## src/ast_pkg.sv

```systemverilog
// Package for the asynchronous serial transceiver: register map, fields, states.
// Assumes a single 50 MHz clock domain and an 8-bit register port.
package ast_pkg;

   // ****************************************
   // Register offsets
   // ****************************************
   localparam logic [2:0] AST_OFS_MODE   = 3'h0;
   localparam logic [2:0] AST_OFS_CTRL   = 3'h1;
   localparam logic [2:0] AST_OFS_STAT   = 3'h2;
   localparam logic [2:0] AST_OFS_TXBUF  = 3'h3;
   localparam logic [2:0] AST_OFS_RXBUF  = 3'h4;
   localparam logic [2:0] AST_OFS_DIV    = 3'h5;

   // ****************************************
   // Reset values and counts
   // ****************************************
   localparam logic [7:0] AST_MODE_RST   = 8'h00;
   localparam logic [7:0] AST_CTRL_RST   = 8'h00;
   localparam logic [7:0] AST_DIV_RST    = 8'h1a;
   localparam logic [7:0] AST_STAT_RST   = 8'h84;
   localparam logic [3:0] AST_PH_SAMPLE  = 4'h7;
   localparam logic [3:0] AST_PH_LAST    = 4'hf;
   localparam int         AST_OVERSAMPLE = 16;

   // ****************************************
   // Field layouts
   // ****************************************
   typedef struct packed {
      logic sync_mode_select;
      logic seven_bit_select;
      logic parity_enable;
      logic parity_odd_select;
      logic two_stop_select;
      logic multiproc_format;
      logic [1:0] spare;
   } ast_mode_t;

   typedef struct packed {
      logic tx_empty_irq_en;
      logic rx_irq_en;
      logic tx_enable;
      logic rx_enable;
      logic spare;
      logic tx_end_irq_en;
      logic clk_sel_hi;
      logic clk_sel_lo;
   } ast_ctrl_t;

   typedef struct packed {
      logic tx_empty_flag;
      logic rx_full_flag;
      logic overrun_flag;
      logic framing_flag;
      logic parity_flag;
      logic tx_end_flag;
      logic multiproc_bit;
      logic multiproc_tx_bit;
   } ast_stat_t;

   // ****************************************
   // State machines
   // ****************************************
   typedef enum logic [4:0] {
      AST_TX_IDLE  = 5'b00001,
      AST_TX_START = 5'b00010,
      AST_TX_DATA  = 5'b00100,
      AST_TX_PAR   = 5'b01000,
      AST_TX_STOP  = 5'b10000
   } ast_tx_st_t;

   typedef enum logic [4:0] {
      AST_RX_IDLE  = 5'b00001,
      AST_RX_START = 5'b00010,
      AST_RX_DATA  = 5'b00100,
      AST_RX_PAR   = 5'b01000,
      AST_RX_STOP  = 5'b10000
   } ast_rx_st_t;

endpackage

```

## src/ast_serial_unit.sv

```systemverilog
// Asynchronous serial transceiver: register port, 16x tick, transmitter, receiver.
// Assumes clk at 50 MHz, srst synchronous; rxd and serial_clk_in are asynchronous pins.
//
// Decided for this implementation: the plain strobed port and the address map.
`timescale 1ns/1ps
`default_nettype none

module ast_serial_unit
   import ast_pkg::*;
(
   input  wire logic       clk,
   input  wire logic       srst,
   input  wire logic       ce,
   input  wire logic [2:0] addr,
   input  wire logic [7:0] wdata,
   input  wire logic       wr,
   input  wire logic       rd,
   output logic      [7:0] rdata,
   input  wire logic       rxd,
   output logic            txd,
   input  wire logic       serial_clk_in,
   output logic            serial_clk_out,
   output logic            serial_clk_oe,
   output logic            tx_empty_irq,
   output logic            tx_end_irq,
   output logic            rx_full_irq,
   output logic            rx_error_irq
);

   // ****************************************
   // Registers and state
   // ****************************************
   ast_mode_t  mode_r;
   ast_ctrl_t  ctrl_r;
   ast_stat_t  stat_r;
   logic [7:0] div_r;
   logic [7:0] tx_buffer_r;
   logic [7:0] rx_buffer_r;
   logic [7:0] rdata_r;
   logic [7:0] div_cnt_r;
   logic [2:0] rxd_sync_r;
   logic [2:0] sck_sync_r;
   logic       tick;
   ast_tx_st_t tx_st_r;
   logic [3:0] tx_ph_r;
   logic [2:0] tx_cnt_r;
   logic [7:0] tx_shifter_r;
   logic       tx_par_r;
   logic       txd_r;
   logic       txd_nxt;
   logic       tx_bnd;
   logic       tx_load;
   logic       tx_finish;
   logic [2:0] last_data;
   ast_rx_st_t rx_st_r;
   logic [3:0] rx_ph_r;
   logic [2:0] rx_cnt_r;
   logic [7:0] rx_shifter_r;
   logic       rx_par_r;
   logic       rx_smp;
   logic       rx_done;
   logic       rx_line;
   logic       rx_err_any;
   logic       rx_start;
   logic       par_bad;
   logic       has_pbit;
   logic       wr_stat;

   assign rx_line    = rxd_sync_r[1];
   assign last_data  = mode_r.seven_bit_select ? 3'h6 : 3'h7;
   assign has_pbit   = mode_r.parity_enable | mode_r.multiproc_format;
   assign rx_err_any = stat_r.overrun_flag | stat_r.framing_flag | stat_r.parity_flag;
   assign wr_stat    = wr && (addr == AST_OFS_STAT);

   // ****************************************
   // Pin synchronisers
   // ****************************************
   always_ff @(posedge clk)
   begin
      if (srst)
      begin
         rxd_sync_r <= 3'h7;
         sck_sync_r <= 3'h0;
      end
      else if (ce)
      begin
         rxd_sync_r <= {rxd_sync_r[1:0], rxd};
         sck_sync_r <= {sck_sync_r[1:0], serial_clk_in};
      end
   end

   // ****************************************
   // 16x tick source
   // ****************************************
   always_ff @(posedge clk)
   begin
      if (srst)
         div_cnt_r <= 8'h00;
      else if (ce)
         div_cnt_r <= (div_cnt_r >= div_r) ? 8'h00 : div_cnt_r + 8'h01;
   end

   always_comb
   begin
      if (ctrl_r.clk_sel_hi)
         tick = sck_sync_r[1] & ~sck_sync_r[2];
      else
         tick = (div_cnt_r >= div_r);
   end

   assign serial_clk_oe  = ~mode_r.sync_mode_select & ~ctrl_r.clk_sel_hi & ctrl_r.clk_sel_lo;
   assign serial_clk_out = tx_ph_r[3];

   // ****************************************
   // Register port
   // ****************************************
   always_ff @(posedge clk)
   begin
      if (srst)
      begin
         mode_r <= AST_MODE_RST;
         ctrl_r <= AST_CTRL_RST;
         div_r  <= AST_DIV_RST;
      end
      else if (ce && wr)
      begin
         if (addr == AST_OFS_MODE)
            mode_r <= wdata;
         if (addr == AST_OFS_CTRL)
            ctrl_r <= wdata;
         if (addr == AST_OFS_DIV)
            div_r <= wdata;
      end
   end

   always_ff @(posedge clk)
   begin
      if (srst)
         tx_buffer_r <= 8'h00;
      else if (ce && wr && addr == AST_OFS_TXBUF)
         tx_buffer_r <= wdata;
   end

   always_ff @(posedge clk)
   begin
      if (srst)
         rdata_r <= 8'h00;
      else if (ce)
      begin
         rdata_r <= 8'h00;
         if (rd)
         begin
            unique case (addr)
               AST_OFS_MODE:  rdata_r <= mode_r;
               AST_OFS_CTRL:  rdata_r <= ctrl_r;
               AST_OFS_STAT:  rdata_r <= stat_r;
               AST_OFS_TXBUF: rdata_r <= tx_buffer_r;
               AST_OFS_RXBUF: rdata_r <= rx_buffer_r;
               AST_OFS_DIV:   rdata_r <= div_r;
               default:       rdata_r <= 8'h00;
            endcase
         end
      end
   end
   assign rdata = rdata_r;

   // ****************************************
   // Status flags, set wins over clear
   // ****************************************
   always_ff @(posedge clk)
   begin
      if (srst)
      begin
         stat_r <= AST_STAT_RST;
      end
      else if (ce)
      begin
         if (wr_stat)
         begin
            stat_r.multiproc_tx_bit <= wdata[0];
            if (!wdata[6])
               stat_r.rx_full_flag <= 1'b0;
            if (!wdata[5])
               stat_r.overrun_flag <= 1'b0;
            if (!wdata[4])
               stat_r.framing_flag <= 1'b0;
            if (!wdata[3])
               stat_r.parity_flag <= 1'b0;
            if (!wdata[2])
               stat_r.tx_end_flag <= 1'b0;
         end
         if (rd && addr == AST_OFS_RXBUF)
            stat_r.rx_full_flag <= 1'b0;
         if (wr && addr == AST_OFS_TXBUF && ctrl_r.tx_enable)
         begin
            stat_r.tx_empty_flag <= 1'b0;
            stat_r.tx_end_flag   <= 1'b0;
         end
         if (tx_load || !ctrl_r.tx_enable)
            stat_r.tx_empty_flag <= 1'b1;
         if (tx_finish)
            stat_r.tx_end_flag <= 1'b1;
         if (rx_done)
         begin
            stat_r.multiproc_bit <= rx_par_r;
            if (stat_r.rx_full_flag)
               stat_r.overrun_flag <= 1'b1;
            else
            begin
               if (!rx_line)
                  stat_r.framing_flag <= 1'b1;
               if (par_bad)
                  stat_r.parity_flag <= 1'b1;
               if (rx_line && !par_bad)
                  stat_r.rx_full_flag <= 1'b1;
            end
         end
      end
   end

   // ****************************************
   // Interrupt requests
   // ****************************************
   assign tx_empty_irq = stat_r.tx_empty_flag & ctrl_r.tx_empty_irq_en;
   assign tx_end_irq   = stat_r.tx_end_flag & ctrl_r.tx_end_irq_en;
   assign rx_full_irq  = stat_r.rx_full_flag & ctrl_r.rx_irq_en;
   assign rx_error_irq = rx_err_any & ctrl_r.rx_irq_en;

   // ****************************************
   // Transmitter
   // ****************************************
   assign tx_bnd    = tick && (tx_ph_r == AST_PH_LAST);
   assign tx_load   = ce && tx_bnd && ctrl_r.tx_enable && !stat_r.tx_empty_flag &&
                      ((tx_st_r == AST_TX_IDLE) ||
                       (tx_st_r == AST_TX_STOP &&
                        tx_cnt_r == {2'b00, mode_r.two_stop_select}));
   assign tx_finish = ce && tx_bnd && ctrl_r.tx_enable && stat_r.tx_empty_flag &&
                      tx_st_r == AST_TX_STOP &&
                      tx_cnt_r == {2'b00, mode_r.two_stop_select};

   always_ff @(posedge clk)
   begin
      if (srst)
         tx_ph_r <= 4'h0;
      else if (ce && tick)
         tx_ph_r <= tx_ph_r + 4'h1;
   end

   always_ff @(posedge clk)
   begin
      if (srst)
      begin
         tx_st_r      <= AST_TX_IDLE;
         tx_cnt_r     <= 3'h0;
         tx_shifter_r <= 8'h00;
         tx_par_r     <= 1'b0;
      end
      else if (ce)
      begin
         if (!ctrl_r.tx_enable)
            tx_st_r <= AST_TX_IDLE;
         else if (tx_load)
         begin
            tx_st_r      <= AST_TX_START;
            tx_shifter_r <= tx_buffer_r & {~mode_r.seven_bit_select, 7'h7f};
            tx_par_r     <= mode_r.multiproc_format ? stat_r.multiproc_tx_bit :
                            (^(tx_buffer_r & {~mode_r.seven_bit_select, 7'h7f})) ^
                            mode_r.parity_odd_select;
         end
         else if (tx_bnd)
         begin
            unique case (tx_st_r)
               AST_TX_IDLE:
                  tx_st_r <= AST_TX_IDLE;
               AST_TX_START:
               begin
                  tx_st_r  <= AST_TX_DATA;
                  tx_cnt_r <= 3'h0;
               end
               AST_TX_DATA:
               begin
                  if (tx_cnt_r == last_data)
                  begin
                     tx_st_r  <= has_pbit ? AST_TX_PAR : AST_TX_STOP;
                     tx_cnt_r <= 3'h0;
                  end
                  else
                     tx_cnt_r <= tx_cnt_r + 3'h1;
               end
               AST_TX_PAR:
               begin
                  tx_st_r  <= AST_TX_STOP;
                  tx_cnt_r <= 3'h0;
               end
               AST_TX_STOP:
               begin
                  if (tx_cnt_r == {2'b00, mode_r.two_stop_select})
                     tx_st_r <= AST_TX_IDLE;
                  else
                     tx_cnt_r <= tx_cnt_r + 3'h1;
               end
            endcase
         end
      end
   end

   always_comb
   begin
      unique case (tx_st_r)
         AST_TX_IDLE:  txd_nxt = 1'b1;
         AST_TX_START: txd_nxt = 1'b0;
         AST_TX_DATA:  txd_nxt = tx_shifter_r[tx_cnt_r];
         AST_TX_PAR:   txd_nxt = tx_par_r;
         AST_TX_STOP:  txd_nxt = 1'b1;
         default:      txd_nxt = 1'b1;
      endcase
   end

   always_ff @(posedge clk)
   begin
      if (srst)
         txd_r <= 1'b1;
      else if (ce)
         txd_r <= txd_nxt;
   end
   assign txd = txd_r;

   // ****************************************
   // Receiver
   // ****************************************
   assign rx_start = ce && ctrl_r.rx_enable && !rx_err_any && (rx_st_r == AST_RX_IDLE) &&
                     rxd_sync_r[2] && !rx_line;
   assign rx_smp   = ce && tick && (rx_ph_r == AST_PH_SAMPLE) && (rx_st_r != AST_RX_IDLE);
   assign rx_done  = rx_smp && (rx_st_r == AST_RX_STOP) && ctrl_r.rx_enable;
   assign par_bad  = mode_r.parity_enable && !mode_r.multiproc_format &&
                     ((^rx_shifter_r) ^ rx_par_r ^ mode_r.parity_odd_select);

   always_ff @(posedge clk)
   begin
      if (srst)
         rx_ph_r <= 4'h0;
      else if (rx_start)
         rx_ph_r <= 4'h0;
      else if (ce && tick)
         rx_ph_r <= rx_ph_r + 4'h1;
   end

   always_ff @(posedge clk)
   begin
      if (srst)
      begin
         rx_st_r      <= AST_RX_IDLE;
         rx_cnt_r     <= 3'h0;
         rx_shifter_r <= 8'h00;
         rx_par_r     <= 1'b0;
      end
      else if (ce)
      begin
         if (!ctrl_r.rx_enable)
            rx_st_r <= AST_RX_IDLE;
         else if (rx_start)
         begin
            rx_st_r      <= AST_RX_START;
            rx_shifter_r <= 8'h00;
            rx_par_r     <= 1'b0;
         end
         else if (rx_smp)
         begin
            unique case (rx_st_r)
               AST_RX_IDLE:
                  rx_st_r <= AST_RX_IDLE;
               AST_RX_START:
               begin
                  rx_st_r  <= rx_line ? AST_RX_IDLE : AST_RX_DATA;
                  rx_cnt_r <= 3'h0;
               end
               AST_RX_DATA:
               begin
                  rx_shifter_r[rx_cnt_r] <= rx_line;
                  if (rx_cnt_r == last_data)
                     rx_st_r <= has_pbit ? AST_RX_PAR : AST_RX_STOP;
                  else
                     rx_cnt_r <= rx_cnt_r + 3'h1;
               end
               AST_RX_PAR:
                  rx_st_r <= AST_RX_STOP;
               AST_RX_STOP:
                  rx_st_r <= AST_RX_IDLE;
            endcase
            if (rx_st_r == AST_RX_PAR)
               rx_par_r <= rx_line;
         end
      end
   end

   always_ff @(posedge clk)
   begin
      if (srst)
         rx_buffer_r <= 8'h00;
      else if (rx_done && !stat_r.rx_full_flag)
         rx_buffer_r <= rx_shifter_r;
   end
endmodule

`default_nettype wire

```

## config.mk

```make
export PLATFORM = sky130hd
export DESIGN_NAME = ast_serial_unit
export DESIGN_NICKNAME = d
export VERILOG_FILES = /design/src/ast_pkg.sv /design/src/ast_serial_unit.sv
export SDC_FILE = /design/constraint.sdc
export NUM_CORES = 1
export LEC_CHECK = 0
export ABC_AREA = 0
export BUFFER_PORTS_ARGS = -buffer_cell sky130_fd_sc_hd__buf_2
export CORE_ASPECT_RATIO = 1.2
export CORE_UTILIZATION = 60
export DETAILED_ROUTE_END_ITERATION = 6
export GPL_TIMING_DRIVEN = 0
export PLACE_DENSITY = 0.8
export SLEW_MARGIN = 0
export SYNTH_ARGS = -nofsm -noshare
export SYNTH_HDL_FRONTEND = slang
export SYNTH_SLANG_ARGS = --single-unit
```

## constraint.sdc

```tcl
create_clock -name clk -period 5.4 [get_ports clk]
set_input_delay 0.54 -clock clk [delete_from_list [all_inputs] [get_ports clk]]
set_output_delay 0.54 -clock clk [all_outputs]
set_load 0.02 [all_outputs]
```

* Yosys cells after proc, flatten, opt, wreduce, memory -nomap -nowiden
Cells that the tools add are included.
Cells by class: $add $sub $neg 5, multipliers 0, div/mod/pow operators 0, magnitude comparators 4, equal/unequal tests 29, shift operators 0, multiplexer cells 54, bitwise operators 20, reduce and logical (&&, ||, !) cells 66
Operators by type and width (count):
- 5-bit two-way mux | 11
- 8-bit one-hot mux with 6 select lines | 1
- 8-bit two-way mux | 5
- 1-bit logical AND | 30
- 5-bit one-hot mux with 5 select lines | 1
- 1-bit two-way mux | 23
- 5-bit one-hot mux with 4 select lines | 1
- 8-bit parity | 2
- 3-bit two-way mux | 4
- 2-bit AND reduction | 6
- 4-bit AND reduction | 3
- 6-bit AND reduction | 2
- 5-bit by 1-bit == test with 1-bit output (second input constant) | 2
- 5-bit by 2-bit == test with 1-bit output (second input constant) | 2
- 5-bit by 3-bit == test with 1-bit output (second input constant) | 2
- 5-bit by 4-bit == test with 1-bit output (second input constant) | 2
- 5-bit == test (second input constant) | 2
- 2-bit nonzero test | 5
- 3-bit by 1-bit inequality test with 1-bit output (second input constant) | 3
- 3-bit one-hot mux with 3 select lines | 1
- 3-bit AND reduction | 3
- 4-bit by 1-bit adder with 4-bit output (second input constant) | 2
- 8-bit by 1-bit adder with 8-bit output (second input constant) | 1
- 8-bit bitwise AND | 1
- 31 further kinds | 63
Storage, ports and cells: register bits after elaboration 113, bits in latches 0, RAM bits 0, memory bits (read-only) 0, input port bits 18, output and inout bits 15, logic and storage cells 219, memories 0

* Depth between registers and ports, before layout
word-level depth 11, gate-level depth with buffers 10, mapped depth without buffers 8

* Least setup slack after synthesis
OpenSTA, ideal clock, no wires.
kind reg-to-reg, start point register div_r[7], end point register tx_st_r[0], setup time 128 ps, arrival time 2143 ps, data required time 5272 ps, setup slack 3129 ps, stages on the path, launching flop included 11, path buffers 2, period minus slack after synthesis 2271 ps, cells stage by stage dfxtp_1 -> inv_1 -> ha_1 -> and3_4 -> a221oi_2 -> and2_1 -> buf_6 -> a2111o_1 -> buf_2 -> a2111oi_2 -> nor3_1
On the way: longest elaborated chain between the ends 9, elaborated cells on any way between the ends 13, those cells by class order compare: 1; eq/ne: 3; mux: 3; reduce/logical: 6
Ends and longest elaborated chain:
- start: declaration | RTL line ast_serial_unit.sv:36 | logic [7:0] div_r;
- start signal: assignment | RTL line ast_serial_unit.sv:132 | div_r <= wdata;
- 8-bit >= comparator (*) | RTL line ast_serial_unit.sv:108 | tick = (div_cnt_r >= div_r);
- 1-bit two-way mux (*) | RTL line ast_serial_unit.sv:105 | if (ctrl_r.clk_sel_hi)
- 1-bit logical AND (*) | RTL line ast_serial_unit.sv:232 | assign tx_bnd = tick && (tx_ph_r == AST_PH_LAST);
- 1-bit logical AND (4 in a row) | RTL line ast_serial_unit.sv:233 | assign tx_load = ce && tx_bnd && ctrl_r.tx_enable && !stat_r.tx_empty_flag &&
- 4-bit inequality test (no line) (tied with other cells)
- 4-bit AND reduction (no line) / 5-bit two-way mux (equally long branches)
- end signal: assignment | RTL line ast_serial_unit.sv:284 | tx_st_r <= has_pbit ? AST_TX_PAR : AST_TX_STOP;
- end: declaration | RTL line ast_serial_unit.sv:44 | ast_tx_st_t tx_st_r;
Mark *: on every way between the ends. The rest lies on a longest branch, timed or not. A chain may end at the register's enable or synchronous reset.

* Final worst setup path
start point register div_r[1], end point register rx_st_r[4]
On the way: longest elaborated chain between the ends 7
Ends and longest elaborated chain:
- 8-bit >= comparator | RTL line ast_serial_unit.sv:108
- 1-bit two-way mux | RTL line ast_serial_unit.sv:105
- 1-bit logical AND (3 in a row) | RTL line ast_serial_unit.sv:333 | assign rx_smp = ce && tick && (rx_ph_r == AST_PH_SAMPLE) && (rx_st_r != AST_RX_IDLE);
- 3-bit by 1-bit inequality test with 1-bit output (no line)
- 3-bit AND reduction (no line)
- end signal: assignment | RTL line ast_serial_unit.sv:374 | rx_st_r <= rx_line ? AST_RX_IDLE : AST_RX_DATA;
- end signal: assignment | RTL line ast_serial_unit.sv:381 | rx_st_r <= has_pbit ? AST_RX_PAR : AST_RX_STOP;
- end: declaration | RTL line ast_serial_unit.sv:55 | ast_rx_st_t rx_st_r;
Every way passes these cells.

==> metrics <==
die area 10300 um^2; final hold vios 0; DP Area between 6000 and 7000 um^2; RSZ-0062 raised after global routing false; Chip Height 111 um; register area share after synthesis between 30% and 40%; synthesized cell area between 5000 and 6000 um^2; Vias/cell a little over 6; post-synth net total 710; GP Congestion ~0.9; Layout fillers slightly below 800; num rows 39; post-synthesis xor/xnor area fraction approximately 4.9%; Final Skew 0.00637 ns; worst slack, placed ~2.7 ns; post-route ant nets 0; CTS Sinks between 100 and 150; antenna violations before repair 0; total CTS buffers 17; ratio of cells with drive above 1 in the final layout roughly an eighth; ys async rst share 0%; worst setup margin 2.78 ns; total negative slack 0 ns; Highest Clock Rate roughly 380 MHz; status complete, no violations; Final Net Count 760; Finish-stage setup viols 0; worst-skew pair later-pin latency between 0.4 and 0.5 ns; H-tree Lvls 4; Lkg Pwr between 2 and 3 nW; GRT overflow 0; Crit Path Class reg2reg; DRT iter0 DRCs 430; largest net degree at the start of global routing 17; design area around 7000 um^2; IO buf count 31; #FFs+latches synth 113; Tcrit/Tclk final approximately 49%; Power Density 297 nW/um^2; CTS max path bufs 2; final WL between 15000 and 20000 um; Synth Flop Type dfxtp_1; number of library cell types mapped by synthesis just under 70; adder-cell share of the synthesized area 2.73%; Die W 93.0 um; Reg clk slew, reported paths 0.06 ns; post-CTS sizing 0; hold_buf cts 0; clk root buf clkbuf_16; vias in the first global route around 5.3k; Synth Area in Compound Gates roughly 15%; required time worst endpoint 5.72 ns; Rel. slew slack a little under half; simple-gate portion of the synthesized area between 20% and 30%; Syn Inst Count between 600 and 700; diode count 0; area grow syn2layout 14.8%; Startpoint Class flip-flop; Post-CTS Setup Repair Bufs 0; Yosys warnings 0; CP Max Fanout 10; Worst Tran Pin Value around 0.8 ns; Post-DP HPWL around 12000 um; Pre-antenna DRT Iters 5; Worst Hold Class in2reg; gr usage total 33.4%; Core ar. 9560 um^2; post-synthesis mux area share about an eighth; syn avg cell area around 8.8 um^2; CTS tree built; VDD IR max 0.000239 V; final slew viol count 0; routed via count approximately 5.3k; # IOs 33; Setup crit end kind flip-flop; fin crit period between 2 and 3 ns; Initial Util 62.3%; Max Cap Violations 0; Routed WL per cell between 15 and 20 um; combinational family with the most area after synthesis simple AND/OR/NAND/NOR gates; number of flops mapped to enable cells by yosys 0; Worst EP arrival slightly below 3 ns; DR DRC count 0; first-pass GRT wire length approximately 26000 um
==> sequential cells by signal (all words and copies together), names as in the netlist, 3 cells and up <==
register / flops
ctrl_r: 8
div_cnt_r: 8
div_r: 8
mode_r: 8
rdata: 8
rx_buffer_r: 8
rx_shifter_r: 8
stat_r: 8
tx_buffer_r: 8
tx_shifter_r: 8
rx_st_r: 5
tx_st_r: 5
rx_ph_r: 4
tx_ph_r: 4
rx_cnt_r: 3
rxd_sync_r: 3
sck_sync_r: 3
tx_cnt_r: 3
==> cell usage in the layout, fill, tap and decap left out, types with 20 or more instances in the layout <==
cell type / count
nand2_1: 63
dfxtp_1: 113
clkbuf_1: 28
nor2_1: 80
nor2b_1: 24
inv_1: 21
buf_2: 38
mux2i_1: 53
xnor2_1: 23
nand3_1: 20
a21oi_1: 46
==> cells in the mapped netlist, drive strengths merged, types with 15 or more instances <==
cell type  number  area share (%)
buf            15             1.4
nand2          63             4.0
o21ai          19             1.6
nor2           80             5.0
nor2b          24             2.5
clkbuf         28             1.8
dfxtp         113              38
inv            22             1.4
nand2b         17             1.8
a21oi          47             4.0
mux2i          53             8.9
nand3          20             1.7
xnor2          23             3.4
==> metal layers <==
layer	up-vias	global-route usage [%]	share of wire, %
li1	2520	-	-
met1	2514	39.3	40
met2	218	55.8	48
met3	64	7.54	6.6
met4	0	18.1	5.0
met5	-	0	0
==> through the flow <==
stage	instances	power [mW]	hold WS [ns]	utilization (%)
final	865	2.03	0.330	71.5
after global routing	865	2.08	0.334	71.5
after CTS	865	2.03	0.329	71.5
after detailed placement	833	0.973	0.449	65.5
after global placement	833	0.971	0.435	65.5
after floorplan	679	0.934	0.429	-
==> cells by family after synthesis <==
logic type               count (synthesis)
AO/OA/AOI/OAI                          126
XOR/XNOR                                33
adder cells (fa/ha/maj)                 13
buffers and inverters                   65
flip-flops                             113
multiplexers                            64
AND/OR/NAND/NOR                        265
==> power breakdown <==
part	switching, mW	internal (mW)
clock	0.425	0.649
combinational	0.0715	0.0369
sequential	0.00818	0.842
==> worst max-delay path, cell delays in order (launching register included) <==
cell,delay [ns]
dfxtp_1,0.34
inv_1,0.09
ha_1,0.31
nor2b_1,0.14
o211a_1,0.25
o311ai_4,0.54
a21oi_2,0.13
buf_6,0.18
a22o_1,0.28
o32ai_1,0.25
==> area by class of cell <==
type                    instances  area [um^2]  area share [%]
flip-flops and latches        113         2260            33.1
inverters                      22         82.6            1.21
well taps                     123          154            2.25
repair buffers                 31          155            2.27
clock buffers                  18          439            6.42
plain buffers                  43          189            2.76
clock inverters                14          131            1.92
multi-input cells             501         3420            50.1
==> worst paths after layout <==
path	start	end	slack, ns	depth (start not counted)
setup / recovery	div_r[1]	rx_st_r[4]	2.78	9
setup reg to reg	div_r[1]	rx_st_r[4]	2.78	9
hold / removal	rxd	rxd_sync_r[0]	0.33	2
hold reg to reg	tx_shifter_r[4]	tx_shifter_r[4]	0.46	2
Power figures use the tool's default switching activity.
